[config.mk]
export PLATFORM = sky130hd
export DESIGN_NAME = mras_slave
export DESIGN_NICKNAME = d
export VERILOG_FILES = /design/src/hw/mras_slave.v /design/src/hw/mras_sync.v
export VERILOG_INCLUDE_DIRS = /design/src /design/src/hw
export SDC_FILE = /design/constraint.sdc
export NUM_CORES = 2
export LEC_CHECK = 0
export ABC_AREA = 0
export ABC_CLOCK_PERIOD_IN_PS = 4800
export CORE_ASPECT_RATIO = 1.2
export CORE_MARGIN = 4
export CORE_UTILIZATION = 50
export CTS_CLUSTER_SIZE = 20
export DETAILED_ROUTE_END_ITERATION = 7
export DONT_BUFFER_PORTS = 1
export HOLD_SLACK_MARGIN = 0.1
export PLACE_DENSITY = 0.64
export SYNTH_ARGS = -nofsm -noshare
export SYNTH_HDL_FRONTEND = slang
export SYNTH_SLANG_ARGS = --single-unit
[constraint.sdc]
create_clock -name mclk -period 4.8 [get_ports mclk]
set_clock_uncertainty 0.15 [all_clocks]
set_input_delay 0.48 -clock mclk [delete_from_list [all_inputs] [get_ports mclk]]
set_output_delay 0.48 -clock mclk [all_outputs]
set_load 0.01 [all_outputs]
[src/hw/mras_defines.vh]
// constants for the serial management register access slave
// assumes inclusion by the slave design file only; definitions only
`ifndef MRAS_DEFINES_VH
`define MRAS_DEFINES_VH

`define MRAS_PRE_LEN      6'd32   // preamble ones required
`define MRAS_ST_PAT       2'b01   // start of frame pattern
`define MRAS_OP_EXT       2'b00   // extended config access
`define MRAS_OP_WR        2'b01   // standard write
`define MRAS_OP_RD        2'b10   // standard read
`define MRAS_TA_WR        2'b10   // write turnaround bits
`define MRAS_HDR_BITS     5'd14   // st+op+phy+reg bits
`define MRAS_DATA_BITS    5'd16   // data field length
`define MRAS_EXT_LAST     8'hc6   // highest extended address
`define MRAS_EXT_DEPTH    9'd199  // extended register count
`define MRAS_PHY_R0       5'h00   // first standard register
`define MRAS_PHY_R5       5'h05   // last standard register
`define MRAS_PHY_R29      5'h1d   // vendor register a
`define MRAS_PHY_R31      5'h1f   // vendor register b
`define MRAS_IND_BASE     8'hd0   // indirect window base
`define MRAS_IND_MASK     8'hf0   // indirect window is one nibble
`define MRAS_MDC_MAX_KHZ  32'd5000 // management clock limit

`endif

[src/hw/mras_slave.v]
// serial management slave: standard and extended register frames
// assumes mdc/mdio pins asynchronous to mclk, mclk far faster than mdc
// assumes mdc stands high and mdio is pulled high between frames
// What this block does
// - works with management clock up to 5 MHz
// - frame: preamble, start, op, addresses, turnaround, data
// - opcode 10 reads, 01 writes standard registers
// - eight standard registers: 0..5, 29, 31
// - opcode 00 with address bit4 set reads extended
// - opcode 00 with address bit4 clear writes extended
// - address bit3 ignored in extended frames
// - extended address is phy[2:0] then reg[4:0]
// - extended registers 0x00 to 0xc6 all reachable
// - read turnaround: release, then drive zero
// - extended read of config space returns zero upper byte
// - extended write to config space stores only low byte
// - extended frames also reach standard registers
// - extended frames share standard framing conventions
`include "mras_defines.vh"
`default_nettype none
module mras_slave #(
    parameter PHY_ADDR = 5'h01   // standard frame phy address, arbitrary
) (
    input  wire mclk,
    input  wire rst_b,
    input  wire mdc,
    input  wire mdio_in,
    output reg  mdio_out,
    output reg  mdio_oe_b,
    output reg  busy
);
    // frame states, one for each stretch of the frame
    localparam S_PRE  = 3'd0;  // counting preamble ones
    localparam S_HDR  = 3'd1;  // start, op, addresses
    localparam S_TA   = 3'd2;  // turnaround
    localparam S_RD   = 3'd3;  // shifting read data out
    localparam S_WR   = 3'd4;  // shifting write data in
    localparam S_IDLE = 3'd5;  // ignore rest of frame

    // mdc is never used as a clock: its rising edge becomes an enable
    // pulse of mclk, so the whole slave stays in one clock domain
    wire       mdc_rise;       // one-cycle rising edge enable
    wire       mdio_s;         // synced data
    reg [2:0]  state;          // frame state
    reg [5:0]  cnt;            // bit counter
    reg [13:0] hdr;            // st,op,phy,reg shifted in
    reg [15:0] sh;             // data shift register
    reg        ta_first;       // first turnaround bit seen
    // plain storage; no register has side effects on read or write
    reg [15:0] phy_reg [0:7];  // standard register file
    reg [7:0]  ext_reg [0:`MRAS_EXT_DEPTH-1]; // extended register file
    integer    i;              // reset loop index

    // sample pins through three flops each; only the clock's edge and the
    // data's level are needed, the other outputs stay open
    mras_sync u_mdc (.mclk(mclk), .rst_b(rst_b), .din(mdc),
                     .dout(), .rise(mdc_rise));
    mras_sync u_mdio (.mclk(mclk), .rst_b(rst_b), .din(mdio_in),
                      .dout(mdio_s), .rise());

    // map standard address to table slot, 4'hf when unmapped
    function [3:0] mras_phy_slot;
        input [4:0] ra;
        begin
            if (ra <= `MRAS_PHY_R5)
                mras_phy_slot = {1'b0, ra[2:0]};
            else if (ra == `MRAS_PHY_R29)
                mras_phy_slot = 4'h6;
            else if (ra == `MRAS_PHY_R31)
                mras_phy_slot = 4'h7;
            else
                mras_phy_slot = 4'hf;
        end
    endfunction

    wire [1:0] op      = hdr[11:10];
    wire [4:0] phy     = hdr[9:5];
    wire [4:0] rad     = hdr[4:0];
    wire [7:0] ext_ad  = {phy[2:0], rad};
    wire       is_ext  = (op == `MRAS_OP_EXT);
    wire       ext_rd  = is_ext & phy[4];
    wire       ext_wr  = is_ext & ~phy[4];
    wire       ext_ok  = ext_ad <= `MRAS_EXT_LAST;
    // indirect window above the config space carries phy registers:
    // 0xd0-0xd5 reach registers 0-5, 0xdd and 0xdf the vendor pair;
    // the window is one nibble wide so 0xe0 and up stay unmapped
    wire       ind_hit = (ext_ad & `MRAS_IND_MASK) == `MRAS_IND_BASE;
    // low nibble d and f become 29 and 31 by repeating bit 3 above it
    wire [3:0] ind_sl  = mras_phy_slot({ext_ad[3], ext_ad[3:0]});
    wire [3:0] std_sl  = mras_phy_slot(rad);
    wire       std_hit = (phy == PHY_ADDR) & (std_sl != 4'hf);
    // only a read meant for this device may drive the shared line;
    // a standard read for another address is left to its owner
    wire       rd_drive = ((op == `MRAS_OP_RD) & (phy == PHY_ADDR)) | ext_rd;

    // read data chosen at turnaround
    // unmapped addresses give zero rather than stale data
    reg [15:0] next_rdata;
    always @* begin
        next_rdata = 16'h0000;
        if (ext_rd) begin
            if (ind_hit && ind_sl != 4'hf)
                next_rdata = phy_reg[ind_sl[2:0]];
            else if (ext_ok)
                next_rdata = {8'h00, ext_reg[ext_ad]};
        end else if (std_hit)
            next_rdata = phy_reg[std_sl[2:0]];
    end

    // frame engine, advanced only on mdc rising edges
    // a bit is seen three mclk after the pin edge, so read data changes
    // soon after that rising edge, in its high half, and is settled long before
    // the controller's next rising edge; this is why mclk must run many
    // times faster than the management clock
    always @(posedge mclk or negedge rst_b) begin
        if (!rst_b) begin
            state     <= S_PRE;
            cnt       <= 6'd0;
            hdr       <= 14'h0000;
            sh        <= 16'h0000;
            ta_first  <= 1'b0;
            mdio_out  <= 1'b1;
            mdio_oe_b <= 1'b1;
            busy      <= 1'b0;
            for (i = 0; i < 8; i = i + 1)
                phy_reg[i] <= 16'h0000;
            for (i = 0; i < `MRAS_EXT_DEPTH; i = i + 1)
                ext_reg[i] <= 8'h00;
        end else if (mdc_rise) begin
            case (state)
                S_PRE: begin
                    // count saturates, so a long idle high also counts
                    busy <= 1'b0;
                    if (!mdio_s) begin
                        // zero after full preamble is start bit 0
                        if (cnt >= `MRAS_PRE_LEN) begin
                            state <= S_HDR;
                            hdr   <= 14'h0000;
                            cnt   <= 6'd1;
                            busy  <= 1'b1;
                        end else
                            cnt <= 6'd0;
                    end else if (cnt < `MRAS_PRE_LEN)
                        cnt <= cnt + 6'd1;
                end
                S_HDR: begin
                    // start bit 1, opcode, phy and reg bits, msb first
                    hdr <= {hdr[12:0], mdio_s};
                    cnt <= cnt + 6'd1;
                    if (cnt == {1'b0, `MRAS_HDR_BITS} - 6'd1) begin
                        state    <= S_TA;
                        ta_first <= 1'b0;
                    end
                end
                S_TA: begin
                    ta_first <= 1'b1;
                    cnt      <= 6'd0;
                    if (hdr[13:12] != `MRAS_ST_PAT)
                        state <= S_IDLE;             // bad start
                    else if (!ta_first) begin
                        // controller released; drive zero next
                        if (rd_drive) begin
                            mdio_out  <= 1'b0;
                            mdio_oe_b <= 1'b0;
                            sh        <= next_rdata;
                        end
                    end else if (!mdio_oe_b) begin
                        state    <= S_RD;
                        mdio_out <= sh[15];
                        sh       <= {sh[14:0], 1'b0};
                    end else if (op == `MRAS_OP_WR || ext_wr)
                        state <= S_WR;               // assumed
                    else
                        state <= S_IDLE;
                end
                S_RD: begin
                    cnt <= cnt + 6'd1;
                    if (cnt == {1'b0, `MRAS_DATA_BITS} - 6'd1) begin
                        mdio_oe_b <= 1'b1;           // back to z
                        mdio_out  <= 1'b1;
                        state     <= S_PRE;
                        busy      <= 1'b0;
                        // next frame needs a full preamble of its own
                        cnt       <= 6'd0;
                    end else begin
                        mdio_out <= sh[15];
                        sh       <= {sh[14:0], 1'b0};
                    end
                end
                S_WR: begin
                    sh  <= {sh[14:0], mdio_s};
                    cnt <= cnt + 6'd1;
                    if (cnt == {1'b0, `MRAS_DATA_BITS} - 6'd1) begin
                        state <= S_PRE;
                        busy  <= 1'b0;
                        cnt   <= 6'd0;               // fresh preamble count
                        if (ext_wr) begin
                            if (ind_hit && ind_sl != 4'hf)
                                phy_reg[ind_sl[2:0]] <=
                                    {sh[14:0], mdio_s};
                            else if (ext_ok)
                                ext_reg[ext_ad] <=
                                    {sh[6:0], mdio_s};
                        end else if (std_hit)
                            phy_reg[std_sl[2:0]] <= {sh[14:0], mdio_s};
                    end
                end
                default: begin
                    // return to the preamble hunt at once, count cleared
                    // the rest of a refused frame may look like preamble
                    // ones; a real frame still needs 32 of them first
                    state     <= S_PRE;
                    cnt       <= 6'd0;
                    busy      <= 1'b0;
                    mdio_oe_b <= 1'b1;
                end
            endcase
        end
    end
endmodule
`default_nettype wire

[src/hw/mras_sync.v]
// two-stage synchroniser plus rising edge detect of the synced level
// assumes din is asynchronous to mclk
`default_nettype none
module mras_sync (
    input  wire mclk,
    input  wire rst_b,
    input  wire din,
    output reg  dout,
    output reg  rise
);
    reg s1;    // first stage, read only by s2
    reg s2;    // second stage
    // shift chain; edge is found after the second stage only
    always @(posedge mclk or negedge rst_b) begin
        if (!rst_b) begin
            // both pins idle high; resetting to that level avoids a
            // false rising edge right after reset
            s1   <= 1'b1;
            s2   <= 1'b1;
            dout <= 1'b1;
            rise <= 1'b0;
        end else begin
            s1   <= din;
            s2   <= s1;
            dout <= s2;
            rise <= s2 & ~dout;
        end
    end
endmodule
`default_nettype wire

==> impl_metrics.py <==
metrics = {
    "synthesis": {
        "post_synth_arst_share": 1.00,
        "synth-edff-count": 0,
        "synth_area_sq_um": 83300,
        "yosys_register_bits": 1770,
        "synth_nets": 5557,
        "synth_compound_gate_area_share": 0.0349,
        "yosysSeqAreaShare": 0.532,
        "synth_xor_xnor_area_share": 0.000105,
        "post_synth_fa_ha_maj_area_fraction": 0.000451,
        "post_synthesis_mux_area_share": 0.357,
        "synthFlopType": "sky130_fd_sc_hd__dfrtp_1",
        "synthDistinctLibCells": 90,
        "yosysWarningCount": 0,
        "netlist_instances": 5550,
        "synthSimpleGateAreaFrac": 0.0487,
        "dominant_combinational_cell_family_by_area_after_synthesis": "multiplexers",
        "postSynthAreaPerCell_sq_um": 15.0,
    },
    "critical_path": {
        "start_kind": "register",
        "category_of_the_worst_setup_path_capture_point": "register",
        "critPathRequiredTime_ns": 5.38,
        "timing.critical_path.arrival_ns": 5.08,
        "path_cells": "buf_12 > nor2_4 > buf_4 > a22oi_1 > nand3_1 > nand2_1 > a2111oi_0 > buf_4 > a211oi_1 > buf_4 > o211ai_1",
        "cp_slowest_cell": "sky130_fd_sc_hd__nor2_4",
        "timing.setup.critical_path_class": "register to register",
        "crit_path_max_incr_delay_ns": 0.75,
        "cell_occurring_most_often_along_the_worst_timing_path": "sky130_fd_sc_hd__buf_4",
        "crit_fanout": 43,
    },
    "pwr": {
        "p_leak_nw": 42.5,
        "power.density_cell_area_nw_per_um2": 323,
        "vdd.ir_drop.worst_v": 0.000393,
    },
    "timing": {
        "worst_slew_margin_rel": -0.0764,
        "setup_viol": 0,
        "period_share": 0.937,
        "final_hold_viol_count": 0,
        "max_freq_ghz": 0.222,
        "rsz_0062_raised_after_global_routing": "false",
        "timing.final.max_slew_violations": 140,
        "worst_pin_slew_ns": 1.61,
        "finalCriticalPeriod_ns": 4.50,
    },
    "status": {
        "failing_checks": "slew limit",
        "status": "finished with violations",
    },
    "cells_and_area": {
        "layout-drive-gt1-share": 0.499,
        "n_fill_cell": 13200,
        "nNetsFinal": 5529,
        "largest_register_ffs": 1592,
        "layout_commonest_cell": "sky130_fd_sc_hd__dfrtp_1",
        "layout.core_utilization": 0.559,
        "layout.cells.non_filler": 7815,
        "layout-area-overhead-vs-synth_pct": 10.7,
        "mostFrequentLayoutCells": "1748 x sky130_fd_sc_hd__dfrtp_1, 1684 x sky130_fd_sc_hd__mux2_2, 403 x sky130_fd_sc_hd__mux4_2",
    },
    "routing": {
        "antenna_left": 0,
        "detail_route.wl_per_cell_um": 30.5,
        "drt_iter0_drc": 3966,
        "drt-total-wl_mm": 238,
        "drcViolationCount": 0,
        "firstDrtPassIters": 6,
        "via_count": 49600,
        "avgViaCountPerCell": 6.35,
    },
    "cts": {
        "cts.sink_count": 1770,
        "cts_root_buf": "sky130_fd_sc_hd__clkbuf_16",
        "post_cts_setup_bufs": 0,
        "h-tree-depth": 4,
        "tritoncts.num_buffers": 178,
        "clk_pin_slew_worst_paths_ns": 0.06,
        "clock_tree_from_tritoncts": "yes",
        "clk_path_buf_depth": 3,
        "postCtsResizedCells": 0,
        "insertion_delay_of_the_later_clocked_pin_in_the_worst_skew_pair_ns": 0.83,
    },
    "floorplanning": {
        "design.die.area_sq_um": 173000,
        "chipWidth_um": 381,
        "initial_core_util": 0.505,
        "core_sq_um": 165000,
        "ioPinCount": 7,
        "placementRows": 163,
        "y_dimension_of_the_die_um": 455,
    },
    "grt": {
        "grtUsageTotal": 0.277,
        "grt_first_pass_wirelength_mm": 357,
        "number_of_antenna_violations_at_the_first_check_in_global_routing": 6,
        "global_route.overflow_total": 0,
        "grt_start_max_net_pins": 260,
        "grt_pass1_vias": 51300,
    },
    "place": {
        "place.port_buffers": 0,
        "gpl.final_weighted_congestion": 0.868,
        "place_hpwl_mm": 152,
        "placed_cells": 7477,
    },
    "run": {
        "max_cap_violations": 0,
    },
    "hold_path": {
        "hp-class": "register to register",
    },
}
## power by group
part | switching [W] | internal (W) | total, W
Sequential | 0.0000138 | 0.0149 | 0.0149
Clock | 0.00600 | 0.00851 | 0.0145
Combinational | 0.000327 | 0.0000414 | 0.000369
Total | 0.00635 | 0.0235 | 0.0298
## synth_stat cells, drive strengths merged, types with 12 or more instances
master / instances / share of area
a2111oi: 12 / 0.0015
a211oi: 33 / 0.0032
a21oi: 51 / 0.0031
a22oi: 51 / 0.0047
buf: 184 / 0.015
clkbuf: 243 / 0.011
dfrtp: 1762 / 0.53
mux2: 1734 / 0.23
mux2i: 92 / 0.011
mux4: 411 / 0.11
nand2: 193 / 0.0090
nand2b: 15 / 0.0011
nand3: 57 / 0.0040
nor2: 269 / 0.022
nor2b: 27 / 0.0020
nor3: 22 / 0.0014
nor4: 17 / 0.0013
o211ai: 17 / 0.0015
o21ai: 63 / 0.0038
o22ai: 74 / 0.0056
or3: 15 / 0.0011
## critical path: cells and delay by family, from the launching register on
family	cells	cell delay, ns
and+or+nand+nor	3	1.02
DFF	1	0.73
buffers and inverters	4	1.12
AOI/OAI and AO/OA	4	1.29
## repair_timing
| item | in CTS | in global routing |
|---|---|---|
| hold endpoints to repair | 607 | 0 |
| hold buffers | 7 | 0 |
| endpoints found under the setup margin | 0 | 175 |
## kinds of logic after synthesis
group	after synthesis
compound gates	413
xor+xnor	1
fa+ha+maj	3
buf+inv	438
flops	1770
mux	2237
simple gates	688
## stage by stage
stage | setup TNS (ns) | power [W] | cell area, sq um | hold slack [ns] | worst slack [ns]
finish | 0 | 0.0298 | 92200 | 0.208 | 0.300
global route | 0 | 0.0307 | 92200 | 0.212 | 0.201
CTS | 0 | 0.0301 | 92100 | 0.211 | 0.333
detailed placement | 0 | 0.0156 | 85900 | 0.0515 | 0.354
global placement | -0.120 | 0.0156 | 85900 | 0.0525 | -0.120
floorplan | 0 | 0.0152 | 83300 | 0.0344 | 2.01
## layer usage
| metal | track usage | share of wire |
|---|---|---|
| met5 | 0 | 0.000097 |
| met1 | 0.374 | 0.42 |
| met3 | 0.0533 | 0.060 |
| met4 | 0.128 | 0.053 |
| met2 | 0.438 | 0.47 |
## area by class of cell
class | instances | area [sq um] | area share
flip-flops and latches | 1770 | 44400 | 0.481
multi-input cells | 3342 | 36800 | 0.399
clock buffers | 265 | 5310 | 0.0575
well taps | 2145 | 2680 | 0.0291
repair buffers | 219 | 2220 | 0.0241
clock inverters | 61 | 788 | 0.00855
inverters | 11 | 41.3 | 0.000448
diodes | 2 | 5.00 | 0.0000543
## worst paths after layout
kind | endpoint | startpoint | depth (start not counted) | slack (ns)
setup / recovery | sh[7] | hdr[3] | 11 | 0.30
hold / removal | u_mdc.s2 | u_mdc.s1 | 0 | 0.21
setup reg to reg | sh[7] | hdr[3] | 11 | 0.30
hold reg to reg | u_mdc.s2 | u_mdc.s1 | 0 | 0.21
max in group asynchronous | ext_reg[103] | rst_b | 7 | 0.87
min in group asynchronous | ext_reg[565] | rst_b | 3 | 0.23
(Power assumes the default switching activity.)
